==> config.mk <==
export PLATFORM = sky130hd
export DESIGN_NAME = dct_timer
export DESIGN_NICKNAME = d
export VERILOG_FILES = /design/src/core/dct_down_counter.v /design/src/core/dct_input_filter.v /design/src/core/dct_timer.v
export VERILOG_INCLUDE_DIRS = /design/src /design/src/core
export SDC_FILE = /design/constraint.sdc
export NUM_CORES = 1
export LEC_CHECK = 0
export ABC_CLOCK_PERIOD_IN_PS = 2700
export BUFFER_PORTS_ARGS = -buffer_cell sky130_fd_sc_hd__buf_2
export CAP_MARGIN = 15
export CORE_MARGIN = 2
export CORE_UTILIZATION = 35
export CTS_BUF_LIST = sky130_fd_sc_hd__clkbuf_4 sky130_fd_sc_hd__clkbuf_8
export CTS_CLUSTER_SIZE = 24
export DETAILED_ROUTE_END_ITERATION = 6
export PLACE_DENSITY_LB_ADDON = 0.08
export SYNTH_ARGS = -nofsm -noshare
export SYNTH_HDL_FRONTEND = slang
export SYNTH_SLANG_ARGS = --single-unit
==> constraint.sdc <==
create_clock -name i_clk_sys -period 2.7 [get_ports i_clk_sys]
set_input_delay 0.27 -clock i_clk_sys [delete_from_list [all_inputs] [get_ports i_clk_sys]]
set_output_delay 0.27 -clock i_clk_sys [all_outputs]
set_load 0.05 [all_outputs]
==> src/core/dct_consts.vh <==
// constants for the dual counter/timer with capture
// assumes: included by bare name from the core files only
`ifndef DCT_CONSTS_VH
`define DCT_CONSTS_VH

// =====================================================================
// register indices (byte address is four times the index)
`define DCT_IDX_BYTE_CTRL    4'h0
`define DCT_IDX_MODE_CTRL    4'h1
`define DCT_IDX_WORD_CTRL    4'h2
`define DCT_IDX_SHARED_CTRL  4'h3
`define DCT_IDX_BYTE_RLD_HI  4'h4
`define DCT_IDX_BYTE_RLD_LO  4'h5
`define DCT_IDX_WORD_RLD_LO  4'h6
`define DCT_IDX_WORD_RLD_HI  4'h7
`define DCT_IDX_WORD_CAP_LO  4'h8
`define DCT_IDX_WORD_CAP_HI  4'h9
`define DCT_IDX_BYTE_CAP_LO  4'hA
`define DCT_IDX_BYTE_CAP_HI  4'hB

// =====================================================================
// byte_timer_control and word_timer_control fields
`define DCT_CTL_ENABLE       7
`define DCT_CTL_SINGLE       6
`define DCT_CTL_TIMEOUT      5
`define DCT_CTL_CLK_HI       4
`define DCT_CTL_CLK_LO       3
`define DCT_CTL_INT_EN       1
`define DCT_CTL_PIN_SEL      0
`define DCT_CTL_RW_MASK      8'hDB

// =====================================================================
// timer_mode_control fields
`define DCT_MODE_CAPTURE     7
`define DCT_MODE_PIN_B       6
`define DCT_MODE_EDGE_HI     5
`define DCT_MODE_EDGE_LO     4
`define DCT_MODE_FILT_HI     3
`define DCT_MODE_FILT_LO     2
`define DCT_MODE_BYTE_INV    1
`define DCT_MODE_WORD_INV    0

// =====================================================================
// shared_timer_control
`define DCT_SHARED_FIXED     8'h1F
`define DCT_SHARED_RW_MASK   8'hE0

// =====================================================================
// edge modes, filter widths in system clocks, reset values
`define DCT_EDGE_NONE        2'h0
`define DCT_EDGE_RISE        2'h1
`define DCT_EDGE_FALL        2'h2
`define DCT_EDGE_BOTH        2'h3
`define DCT_FILT_W1          5'h04
`define DCT_FILT_W2          5'h08
`define DCT_FILT_W3          5'h10
`define DCT_RST_BYTE         8'h00
`define DCT_RST_WORD         16'h0000

`endif

==> src/core/dct_down_counter.v <==
// down counter with single-pass or reload operation
// assumes: tick is a one-cycle enable pulse from the same clock
`timescale 1ns/1ps
module dct_down_counter #(
  parameter W = 8
) (
  // clock and reset
  input  wire         i_clk_sys,
  input  wire         i_rst,
  // control
  input  wire         i_start,
  input  wire         i_stop,
  input  wire         i_tick,
  input  wire         i_single,
  input  wire [W-1:0] i_reload,
  // status
  output wire         o_running,
  output wire         o_tc
);

  // ===================================================================
  // counting
  reg [W-1:0] count_q;
  reg         run_q;

  assign o_running = run_q;
  assign o_tc      = run_q & i_tick & (count_q == {W{1'b0}});

  always @(posedge i_clk_sys) begin
    if (i_rst) begin
      count_q <= {W{1'b0}};
      run_q   <= 1'b0;
    end else if (i_start) begin
      // reload value is sampled only here or at terminal count
      count_q <= i_reload;
      run_q   <= 1'b1;
    end else if (i_stop) begin
      run_q <= 1'b0;
    end else if (o_tc) begin
      count_q <= i_reload;
      run_q   <= ~i_single;
    end else if (run_q && i_tick) begin
      count_q <= count_q - {{(W-1){1'b0}}, 1'b1};
    end
  end

endmodule

==> src/core/dct_input_filter.v <==
// glitch filter and edge detector for the timer input
// assumes: i_level is already synchronised to i_clk_sys
`timescale 1ns/1ps
`include "dct_consts.vh"
module dct_input_filter (
  // clock and reset
  input  wire       i_clk_sys,
  input  wire       i_rst,
  // configuration
  input  wire [1:0] i_filt_sel,
  input  wire [1:0] i_edge_mode,
  // signal
  input  wire       i_level,
  output wire       o_level,
  output wire       o_pos_edge,
  output wire       o_neg_edge
);

  // ===================================================================
  // filter: a change must hold for the chosen width before it counts
  reg  [4:0] width;
  reg  [4:0] stable_q;
  reg        level_q;
  reg        pos_q;
  reg        neg_q;
  wire       accept;

  always @* begin
    case (i_filt_sel)
      2'h1:    width = `DCT_FILT_W1;
      2'h2:    width = `DCT_FILT_W2;
      2'h3:    width = `DCT_FILT_W3;
      default: width = 5'h00;
    endcase
  end

  assign accept = (i_level != level_q) && (stable_q >= width); // see (RULE19)

  always @(posedge i_clk_sys) begin
    if (i_rst) begin
      stable_q <= 5'h00;
      level_q  <= 1'b0;
      pos_q    <= 1'b0;
      neg_q    <= 1'b0;
    end else begin
      if (i_level == level_q) begin
        stable_q <= 5'h00;
      end else if (stable_q != 5'h1F) begin
        stable_q <= stable_q + 5'h01;
      end
      if (accept) begin
        level_q <= i_level;
      end
      // one-cycle pulses, gated by the edge mode
      pos_q <= accept & i_level & i_edge_mode[0]; // see (RULE18)
      neg_q <= accept & ~i_level & i_edge_mode[1]; // see (RULE18)
    end
  end

  assign o_level    = level_q;
  assign o_pos_edge = pos_q;
  assign o_neg_edge = neg_q;

endmodule

==> src/core/dct_timer.v <==
// byte and word counter/timers with capture, Avalon-MM register slave
// assumes: input pins are asynchronous; bus master is on i_clk_sys
//
// Operation
// (RULE1) byte high capture holds count while input high
// (RULE2) byte low capture holds count while input low
// (RULE3) word capture high holds captured most significant byte
// (RULE4) word capture low holds captured least significant byte
// (RULE5) capture registers read data, writes ignored
// (RULE6) word reload high byte is read/write
// (RULE7) byte control bit 1 gates timeout interrupt
// (RULE8) byte control bit 0 routes timer to pin
// (RULE9) writing enable one starts byte timer
// (RULE10) terminal count reloads, or stops if single-pass
// (RULE11) timeout set at terminal count, write-one clears
// (RULE12) software clears status before enabling timers
// (RULE13) first count tick after enabling may be short
// (RULE14) software beware read-modify-write on status bits
// (RULE15) clock field selects byte timer input rate
// (RULE16) shared control bits 4..0 read ones, fixed
// (RULE17) shared control survives stop recovery, power-on reset only
// (RULE18) edge detector makes rising or falling pulses
// (RULE19) glitches under selected width are filtered
// (RULE20) idle byte output is inverse of mode bit
// (RULE21) word timer loads high*256+low, toggles, flags, interrupts
// (RULE22) new reload values apply at next load
// (RULE23) edge copies measurement into matching capture, restarts
//
// Implementation choice: the Avalon-MM register port.
`timescale 1ns/1ps
`include "dct_consts.vh"
module dct_timer (
  // clock and reset
  input  wire        i_clk_sys,
  input  wire        i_rst,
  input  wire        i_stop_recovery,
  // avalon-mm slave
  input  wire [3:0]  i_avs_address,
  input  wire        i_avs_read,
  input  wire        i_avs_write,
  input  wire [31:0] i_avs_writedata,
  input  wire [3:0]  i_avs_byteenable,
  output wire [31:0] o_avs_readdata,
  output wire        o_avs_waitrequest,
  // pins
  input  wire        i_edge_input_pin_a,
  input  wire        i_edge_input_pin_b,
  input  wire        i_port_output,
  output wire        o_timer_output_pin,
  // timer outputs and interrupts
  output wire        o_byte_timer_output,
  output wire        o_word_timer_output,
  output wire        o_byte_timeout_irq,
  output wire        o_word_timeout_irq
);

  // ===================================================================
  // registers
  reg  [7:0]  byte_ctl_q;
  reg  [7:0]  mode_ctl_q;
  reg  [7:0]  word_ctl_q;
  reg  [7:0]  shared_q;
  reg  [7:0]  byte_rld_hi_q;
  reg  [7:0]  byte_rld_lo_q;
  reg  [7:0]  word_rld_lo_q;
  reg  [7:0]  word_rld_hi_q;
  reg  [7:0]  byte_cap_hi_q;
  reg  [7:0]  byte_cap_lo_q;
  reg  [15:0] word_cap_q;
  reg  [7:0]  byte_meas_q;
  reg  [15:0] word_meas_q;
  reg         byte_out_q;
  reg         word_out_q;
  reg  [2:0]  presc_q;
  reg         ack_q;
  reg  [31:0] rdata_q;
  reg  [1:0]  pin_a_sync_q;
  reg  [1:0]  pin_b_sync_q;
  reg  [7:0]  rdata_d;

  wire        wr_en;
  wire        byte_start;
  wire        word_start;
  wire        byte_tc;
  wire        word_tc;
  wire        byte_run;
  wire        word_run;
  wire        tick;
  wire        in_level;
  wire        pos_edge;
  wire        neg_edge;
  wire        any_edge;
  wire [7:0]  wdata;

  // ===================================================================
  // bus: one wait cycle, then read data and write take effect
  assign o_avs_waitrequest = (i_avs_read | i_avs_write) & ~ack_q;
  assign o_avs_readdata    = rdata_q;
  assign wdata = i_avs_writedata[7:0];
  assign wr_en = i_avs_write & ack_q & i_avs_byteenable[0];

  always @(posedge i_clk_sys) begin
    if (i_rst) begin
      ack_q   <= 1'b0;
      rdata_q <= 32'h00000000;
    end else begin
      ack_q <= (i_avs_read | i_avs_write) & ~ack_q;
      if (i_avs_read && !ack_q) begin
        rdata_q <= {24'h000000, rdata_d};
      end
    end
  end

  always @* begin
    case (i_avs_address)
      `DCT_IDX_BYTE_CTRL:   rdata_d = byte_ctl_q;
      `DCT_IDX_MODE_CTRL:   rdata_d = mode_ctl_q;
      `DCT_IDX_WORD_CTRL:   rdata_d = word_ctl_q;
      `DCT_IDX_SHARED_CTRL: rdata_d = shared_q | `DCT_SHARED_FIXED; // see (RULE16)
      `DCT_IDX_BYTE_RLD_HI: rdata_d = byte_rld_hi_q;
      `DCT_IDX_BYTE_RLD_LO: rdata_d = byte_rld_lo_q;
      `DCT_IDX_WORD_RLD_LO: rdata_d = word_rld_lo_q;
      `DCT_IDX_WORD_RLD_HI: rdata_d = word_rld_hi_q; // see (RULE6)
      `DCT_IDX_WORD_CAP_LO: rdata_d = word_cap_q[7:0]; // see (RULE5)
      `DCT_IDX_WORD_CAP_HI: rdata_d = word_cap_q[15:8]; // see (RULE5)
      `DCT_IDX_BYTE_CAP_LO: rdata_d = byte_cap_lo_q; // see (RULE5)
      `DCT_IDX_BYTE_CAP_HI: rdata_d = byte_cap_hi_q; // see (RULE5)
      default:              rdata_d = 8'h00;
    endcase
  end

  // ===================================================================
  // control registers
  // a write of one to enable restarts the count even if already on
  assign byte_start = wr_en & (i_avs_address == `DCT_IDX_BYTE_CTRL)
                    & wdata[`DCT_CTL_ENABLE]; // see (RULE9)
  assign word_start = wr_en & (i_avs_address == `DCT_IDX_WORD_CTRL)
                    & wdata[`DCT_CTL_ENABLE]; // see (RULE21)

  always @(posedge i_clk_sys) begin
    if (i_rst || i_stop_recovery) begin
      byte_ctl_q <= `DCT_RST_BYTE; // see (RULE8)
      word_ctl_q <= `DCT_RST_BYTE;
      mode_ctl_q <= `DCT_RST_BYTE;
    end else begin
      if (wr_en && i_avs_address == `DCT_IDX_BYTE_CTRL) begin
        byte_ctl_q <= wdata & `DCT_CTL_RW_MASK;
      end else if (byte_tc && byte_ctl_q[`DCT_CTL_SINGLE]) begin
        byte_ctl_q[`DCT_CTL_ENABLE] <= 1'b0; // see (RULE10)
      end
      // status: set wins over write-one clear
      if (byte_tc) begin
        byte_ctl_q[`DCT_CTL_TIMEOUT] <= 1'b1; // see (RULE11)
      end else if (wr_en && i_avs_address == `DCT_IDX_BYTE_CTRL) begin
        byte_ctl_q[`DCT_CTL_TIMEOUT] <= byte_ctl_q[`DCT_CTL_TIMEOUT]
                                      & ~wdata[`DCT_CTL_TIMEOUT];
      end
      if (wr_en && i_avs_address == `DCT_IDX_WORD_CTRL) begin
        word_ctl_q <= wdata & `DCT_CTL_RW_MASK;
      end else if (word_tc && word_ctl_q[`DCT_CTL_SINGLE]) begin
        word_ctl_q[`DCT_CTL_ENABLE] <= 1'b0;
      end
      if (word_tc) begin
        word_ctl_q[`DCT_CTL_TIMEOUT] <= 1'b1; // see (RULE21)
      end else if (wr_en && i_avs_address == `DCT_IDX_WORD_CTRL) begin
        word_ctl_q[`DCT_CTL_TIMEOUT] <= word_ctl_q[`DCT_CTL_TIMEOUT]
                                      & ~wdata[`DCT_CTL_TIMEOUT];
      end
      if (wr_en && i_avs_address == `DCT_IDX_MODE_CTRL) begin
        mode_ctl_q <= wdata;
      end
    end
  end

  // shared control and reload holds survive stop recovery
  always @(posedge i_clk_sys) begin
    if (i_rst) begin
      shared_q      <= `DCT_RST_BYTE; // see (RULE17)
      byte_rld_hi_q <= `DCT_RST_BYTE;
      byte_rld_lo_q <= `DCT_RST_BYTE;
      word_rld_lo_q <= `DCT_RST_BYTE;
      word_rld_hi_q <= `DCT_RST_BYTE;
    end else if (wr_en) begin
      case (i_avs_address)
        `DCT_IDX_SHARED_CTRL: shared_q <= wdata & `DCT_SHARED_RW_MASK;
        `DCT_IDX_BYTE_RLD_HI: byte_rld_hi_q <= wdata;
        `DCT_IDX_BYTE_RLD_LO: byte_rld_lo_q <= wdata;
        `DCT_IDX_WORD_RLD_LO: word_rld_lo_q <= wdata; // see (RULE22)
        `DCT_IDX_WORD_RLD_HI: word_rld_hi_q <= wdata; // see (RULE6)
        default: ;
      endcase
    end
  end

  // ===================================================================
  // count clock: free prescaler, so the first tick lands anywhere
  always @(posedge i_clk_sys) begin
    if (i_rst) begin
      presc_q <= 3'h0;
    end else begin
      presc_q <= presc_q + 3'h1; // see (RULE13)
    end
  end

  reg tick_r;
  always @* begin
    case (byte_ctl_q[`DCT_CTL_CLK_HI:`DCT_CTL_CLK_LO]) // see (RULE15)
      2'h0:    tick_r = 1'b1;
      2'h1:    tick_r = presc_q[0];
      2'h2:    tick_r = &presc_q[1:0];
      default: tick_r = &presc_q;
    endcase
  end
  assign tick = tick_r;

  // ===================================================================
  // counters
  dct_down_counter #(.W(8)) u_byte_cnt (
    .i_clk_sys (i_clk_sys),
    .i_rst     (i_rst | i_stop_recovery),
    .i_start   (byte_start),
    .i_stop    (~byte_ctl_q[`DCT_CTL_ENABLE] & ~byte_start),
    .i_tick    (tick),
    .i_single  (byte_ctl_q[`DCT_CTL_SINGLE]), // see (RULE10)
    .i_reload  (byte_rld_lo_q),
    .o_running (byte_run),
    .o_tc      (byte_tc)
  );

  dct_down_counter #(.W(16)) u_word_cnt (
    .i_clk_sys (i_clk_sys),
    .i_rst     (i_rst | i_stop_recovery),
    .i_start   (word_start),
    .i_stop    (~word_ctl_q[`DCT_CTL_ENABLE] & ~word_start),
    .i_tick    (tick),
    .i_single  (word_ctl_q[`DCT_CTL_SINGLE]),
    .i_reload  ({word_rld_hi_q, word_rld_lo_q}), // see (RULE21)
    .o_running (word_run),
    .o_tc      (word_tc)
  );

  // ===================================================================
  // outputs: idle level is the inverse of the mode bit, toggle at tc
  always @(posedge i_clk_sys) begin
    if (i_rst) begin
      byte_out_q <= 1'b1;
      word_out_q <= 1'b1;
    end else begin
      if (byte_start || !byte_run) begin
        byte_out_q <= ~mode_ctl_q[`DCT_MODE_BYTE_INV]; // see (RULE20)
      end else if (byte_tc) begin
        byte_out_q <= ~byte_out_q;
      end
      if (word_start || !word_run) begin
        word_out_q <= ~mode_ctl_q[`DCT_MODE_WORD_INV];
      end else if (word_tc) begin
        word_out_q <= ~word_out_q; // see (RULE21)
      end
    end
  end

  assign o_byte_timer_output = byte_out_q;
  assign o_word_timer_output = word_out_q;
  assign o_timer_output_pin  = byte_ctl_q[`DCT_CTL_PIN_SEL] ? byte_out_q
                             : i_port_output; // see (RULE8)
  assign o_byte_timeout_irq  = byte_ctl_q[`DCT_CTL_TIMEOUT]
                             & byte_ctl_q[`DCT_CTL_INT_EN]; // see (RULE7)
  assign o_word_timeout_irq  = word_ctl_q[`DCT_CTL_TIMEOUT]
                             & word_ctl_q[`DCT_CTL_INT_EN]; // see (RULE21)

  // ===================================================================
  // input path: synchronise both pins, then select one
  always @(posedge i_clk_sys) begin
    if (i_rst) begin
      pin_a_sync_q <= 2'h0;
      pin_b_sync_q <= 2'h0;
    end else begin
      pin_a_sync_q <= {pin_a_sync_q[0], i_edge_input_pin_a};
      pin_b_sync_q <= {pin_b_sync_q[0], i_edge_input_pin_b};
    end
  end

  dct_input_filter u_filter (
    .i_clk_sys   (i_clk_sys),
    .i_rst       (i_rst),
    .i_filt_sel  (mode_ctl_q[`DCT_MODE_FILT_HI:`DCT_MODE_FILT_LO]),
    .i_edge_mode (mode_ctl_q[`DCT_MODE_EDGE_HI:`DCT_MODE_EDGE_LO]),
    .i_level     (mode_ctl_q[`DCT_MODE_PIN_B] ? pin_b_sync_q[1]
                                              : pin_a_sync_q[1]),
    .o_level     (in_level),
    .o_pos_edge  (pos_edge),
    .o_neg_edge  (neg_edge)
  );

  // ===================================================================
  // capture: measurement counts ticks, saturating, per input phase
  assign any_edge = (pos_edge | neg_edge) & mode_ctl_q[`DCT_MODE_CAPTURE];

  always @(posedge i_clk_sys) begin
    if (i_rst) begin
      byte_meas_q   <= `DCT_RST_BYTE;
      word_meas_q   <= `DCT_RST_WORD;
      byte_cap_hi_q <= `DCT_RST_BYTE;
      byte_cap_lo_q <= `DCT_RST_BYTE;
      word_cap_q    <= `DCT_RST_WORD;
    end else if (any_edge) begin
      // rising edge ends a low phase, falling edge ends a high phase
      if (pos_edge) begin
        byte_cap_lo_q <= byte_meas_q; // see (RULE2)
      end else begin
        byte_cap_hi_q <= byte_meas_q; // see (RULE1)
      end
      word_cap_q  <= word_meas_q; // see (RULE3) (RULE4) (RULE23)
      byte_meas_q <= `DCT_RST_BYTE; // see (RULE23)
      word_meas_q <= `DCT_RST_WORD;
    end else if (tick) begin
      if (byte_meas_q != 8'hFF) begin
        byte_meas_q <= byte_meas_q + 8'h01;
      end
      if (word_meas_q != 16'hFFFF) begin
        word_meas_q <= word_meas_q + 16'h0001;
      end
    end
  end

endmodule

# Word-level counts from Yosys, hierarchy flattened
# Index checks and enable logic that the tools add are counted.
# Widths: inputs -> output; s select.
[totals]
inputBits = 48
ff_bits = 165
elab_cells = 176
out_inout_bits = 38
[op_classes]
muxes = 31
n_eq_ne = 23
add_sub_neg = 6
reduce_logical = 44
n_bitwise = 39
order_cmp = 1
[ops]
columns = ["cell", "count"]
rows = [
  ["$pmux 8 s12", 1],
  ["$mux 16", 4],
  ["$mux 8", 4],
  ["$reduce_and 2->1", 12],
  ["$and 1x1->1", 22],
  ["$mux 1", 20],
  ["$add 16x1->16 const B", 1],
  ["$eq 4x3->1 const B", 4],
  ["$eq 4x4->1 const B", 4],
  ["$logic_not 16->1", 1],
  ["$ne 16x16->1 const B", 1],
  ["$sub 16x1->16 const B", 1],
  ["$pmux 5 s3", 1],
  ["$not 1->1", 14],
  ["$reduce_bool 2->1", 6],
  ["$reduce_bool 3->1", 4],
  ["$logic_and 1x1->1", 9],
  ["$add 8x1->8 const B", 1],
  ["$eq 4x2->1 const B", 2],
  ["$logic_not 8->1", 1],
  ["$ne 8x8->1 const B", 1],
  ["$sub 8x1->8 const B", 1],
  ["$eq 2x2->1 const B", 3],
  ["$add 5x1->5 const B", 1],
  ["other kinds (16)", 25],
]

# Longest topological paths before layout
[depth]
depth_word = 8
mapped_depth = 10
mapped_depth_nobuf = 9

# Hierarchy
# A second synthesis with hierarchy kept.
[unflattened]
hier_cells = 1002
area_unflattened_um2 = 8531.9
[modules_own_cells]
columns = ["mod", "area_each_um2", "cells_each", "seq_area_each_um2", "n_inst"]
rows = [
  ["dct_timer", 6312.3, 732, 2622.5, 1],
  ["dct_down_counter (u_word_cnt)", 1117.3, 138, 340.3, 1],
  ["dct_down_counter (u_byte_cnt)", 663.1, 87, 180.2, 1],
  ["dct_input_filter", 439.2, 45, 160.2, 1],
]

# Worst setup path after synthesis
# No wires, ideal clock.
[synth_path]
kind = "register to register"
from = "register u_word_cnt.count_q[3]"
to = "register u_word_cnt.count_q[14]"
setup_time_ps = 57
path_buffers = 1
path_stages_with_launch = 8
arrival_time_ps = 2396
slack_ps = 247
synth_period_minus_slack_ps = 2453
required_time_ps = 2643
path_cell_list = "dfxtp_1 > or4_4 > or3_1 > buf_6 > or3_4 > or4_1 > a21oi_1 > a21o_1"
[synth_between]
elab_chain_len = 5
elab_cells_between_ends = 9
cone_classes = "1 x add/sub; 4 x mux; 1 x bitwise; 3 x reduce/logical"
[synth_rtl]
columns = ["item", "line", "text"]
rows = [
  ["from (decl)", "dct_down_counter.v:23", "reg [W-1:0] count_q;"],
  ["from (signal assigned)", "dct_down_counter.v:31", "count_q <= {W{1'b0}};"],
  ["from (signal assigned)", "dct_down_counter.v:35", "count_q <= i_reload;"],
  ["from (signal assigned)", "dct_down_counter.v:40", "count_q <= i_reload;"],
  ["$sub 16x1->16 / $logic_not 16->1 (equally long branches)", "dct_down_counter.v:43, dct_down_counter.v:27", ""],
  ["$mux 16 / $and 1x1->1 (equally long branches)", "dct_down_counter.v:42, dct_down_counter.v:27", ""],
  ["$mux 16", "dct_down_counter.v:39", "end else if (o_tc) begin"],
  ["$mux 16", "dct_down_counter.v:37", "end else if (i_stop) begin"],
  ["$mux 16", "dct_down_counter.v:33", "end else if (i_start) begin"],
]
# Several ways; a longest one is shown, not always the timed one. The select of a mux whose other input is x is not followed.
# A chain may end at the register's enable or synchronous reset.

# Worst setup path in the final report
[layout_path]
from = "register u_word_cnt.count_q[4]"
to = "register u_word_cnt.count_q[9]"
# The elaborated chain is that of the path after synthesis.

==> impl_results.md <==
- Status: finished, violations left
- Violated checks: design-rule violations
- Via Count: 6840
- Hold_sp: i_avs_write
- Row Count: 55
- Asr flop ratio synth: 0
- GP Congestion: 0.808
- M1 GR Usage: 0.292
- Max VDD drop: 0.298 mV
- Fin Hold WS: 0.0818 ns
- Vias in the first global route: 6576
- Launching point of the worst reg2reg path: u_word_cnt.count_q[4]
- Mapped Area: 7960 um^2
- CTS Buf Count: 17
- CTS tree: yes
- Final ANT Viol Nets: 0
- Critical path required time: 3.08 ns
- Grt met3 use: 0.0420
- Residual DRC: 6
- Pre-CTS WS: 0.0462 ns
- DR vias/cell: 5.31
- Max clock buf depth: 2
- Slew @ Worst Pin: 0.646 ns
- Global-route wire length before repair: 38.5 mm
- Setup TNS: 0 ns
- # diodes: 0
- P&R area growth vs syn: 12.1%
- Clk_skew: 0.0143 ns
- Final Power: 0.00476 W
- Die height: 155 um
- Primary FF master, synth: dfxtp_1
- Crit path from: u_word_cnt.count_q[4]
- Tmin final: 2.51 ns
- Crit-path most repeated cell: or4_4
- Final setup fails: 0
- Largest net degree at the start of global routing: 87
- Yosys reg bits: 165
- Sequential area share after synthesis: 0.415
- Clk slew on worst S/H paths: 0.10 ns
- Full die area: 24000 um^2
- GRT Total Usage: 0.210
- Number of flops mapped to enable cells by yosys: 0
- CP max stage delay: 0.54 ns
- RSZ-0062 raised after global routing: no
- Post-DP HPWL: 17.8 mm
- Normalized max-slew margin: 0.568
- Min-Delay Path Class: in2reg
- Fillers: 2344
- Netlist cell types: 67
- Final Max Slew Viols: 0
- Initial Util: 0.354
- Layout cell share with drive strength beyond 1: 0.133
- Startpoint types: flip-flop
- Layer carrying the most global-route usage: met2
- Initial drt markers: 565
- Clock latency on the worst-skew pair: 0.48 ns
- Core Region: 22500 um^2
- Max Cap Viol: 0
- Max FO, Critical Path: 8
- Root buffer cell: clkbuf_8
- PnR worst setup slack: 0.194 ns
- Routed length per instance: 19.1 um
- CP Class: reg2reg
- Mapped Cells: 953
- H-tree depth: 4
- Antenna violations before repair: 1
- Post-synthesis area per instance: 8.36 um^2
- Worst EP arrival: 2.89 ns
- Grt total ovfl: 0
- Largest registers: u_word_cnt.count_q (16), word_cap_q (16), word_meas_q (16)
- Non-Filler Instances: 1289
- Chip width: 155 um
- PwrDens: 533 nW/um^2
- Crit. End Element: flip-flop
- Routed Wire Length: 24.6 mm
- Cells after DPL: 1255
- Sink Count: 165
- GR Util met2: 0.332
- Nets: 1052
- YS warnings: 0
- Peak Freq: 399 MHz
- Final period utilization: 0.928
- Cell Chain, Critical Path: or4_4 > or3_4 > or4_4 > nand2_1 > nor3_1 > a211o_1
- Initial DRT Pass Iterations: 7
- P_leak: 3.28 nW
- CP max stage cell: or4_4
- Fin. Hold Viols: 0
- PortBufs: 34
- # IOs: 86
## Yosys cell counts, drive strengths merged (3+ instances only)
master    n  area, um^2
a31oi    14        87.6
or4       8        67.6
inv      13        48.8
mux2      8        90.1
o21ai    42         210
o31ai     6        45.0
o211ai    3        22.5
or3      12        81.3
nor4      3        33.8
nand3    59         295
a311oi    3        26.3
ha       13         163
a211oi    3        22.5
nor3     25         135
nor2b    12        75.1
nand3b    5        37.5
nand4     9        56.3
a32oi     6        52.6
and3     11        68.8
a221oi    6        52.6
or2       4        25.0
and4      4        35.0
nor3b     3        22.5
xor2     13         114
nor4b     3        26.3
a21o     10        75.1
a22oi     6        45.0
xnor2    14         123
mux4      3        67.6
a22o      7        61.3
o21a      3        22.5
a21oi    84         420
and2      7        43.8
nor2    104         393
clkbuf   48         180
a211o     3        26.3
buf      33         221
dfxtp   165        3300
mux2i    47         470
nand2   105         394
o311ai    4        35.0
## critical path, delay by kind of cell (launching register included)
kind | cells | cell delay (ns)
and+or+nand+nor | 5 | 1.84
AOI/OAI and AO/OA | 1 | 0.23
DFF | 1 | 0.35
## per-layer routing
layer,routed length [um],up-vias,share of wire
li1,-,3437,-
met1,11900,3204,0.48
met2,11200,172,0.45
met3,1100,27,0.045
met4,473,0,0.019
met5,0,-,0
## cells by family (layout without fill, tap and decap cells)
kind of cell,count (synthesis),in the layout,share of synthesized area
buffers and inverters,95,123,0.0570
AOI/OAI and AO/OA,217,217,0.171
adders and majority gates,13,13,0.0204
DFF,165,165,0.415
muxes,58,58,0.0789
and+or+nand+nor,377,377,0.227
other,1,24,0.000471
xor gates and xnor gates,27,27,0.0297
## worst paths after layout
path                                              end  slack, ns  depth (start not counted)
worst max-delay path            u_word_cnt.count_q[9]       0.19                          6
worst min-delay path                            ack_q       0.08                          3
worst min register to register        pin_a_sync_q[1]       0.45                          1
worst max register to register  u_word_cnt.count_q[9]       0.19                          6
## final cells by class
class                      count  area [um^2]  share of cell area
tap                          285          357              0.0399
multi-input combinational    716         4300               0.482
clock buffer                  19          255              0.0286
inverter                      14         52.6             0.00589
clock inverter                13          146              0.0164
timing repair buffer          77          510              0.0572
sequential                   165         3300               0.370
## placed cells by master, fill, tap and decap left out, types with 12 or more instances in the layout
cell	synthesis	layout
dfxtp_1	165	165
nand2_1	105	105
nor2_1	103	103
a21oi_1	84	84
nand3_1	59	59
mux2i_1	47	47
o21ai_0	41	41
buf_4	24	40
buf_2	0	34
conb_1	1	24
nor3_1	23	23
clkbuf_8	0	18
a31oi_1	14	14
xnor2_1	14	14
inv_1	13	13
xor2_1	13	13
ha_1	13	13
nor2b_1	12	12
## timing repair
action,in CTS,in global routing
setup buffers,0,0
hold buffers,2,0
gates resized for setup,0,2
setup endpoints to repair,0,8
hold endpoints to repair,2,0
## where the power goes
part           switching (W)  internal (W)
logic               0.000300     0.0000907
clock network        0.00102      0.000867
registers          0.0000228       0.00246
## stage by stage
| stage | util | instance area (um^2) |
|---|---|---|
| final | 0.397 | 8930 |
| after global routing | 0.397 | 8930 |
| after CTS | 0.396 | 8920 |
| after detailed placement | 0.378 | 8500 |
| after global placement | 0.378 | 8500 |
| after floorplan | - | 8050 |
Note: power is estimated with default switching activity, not from simulation.
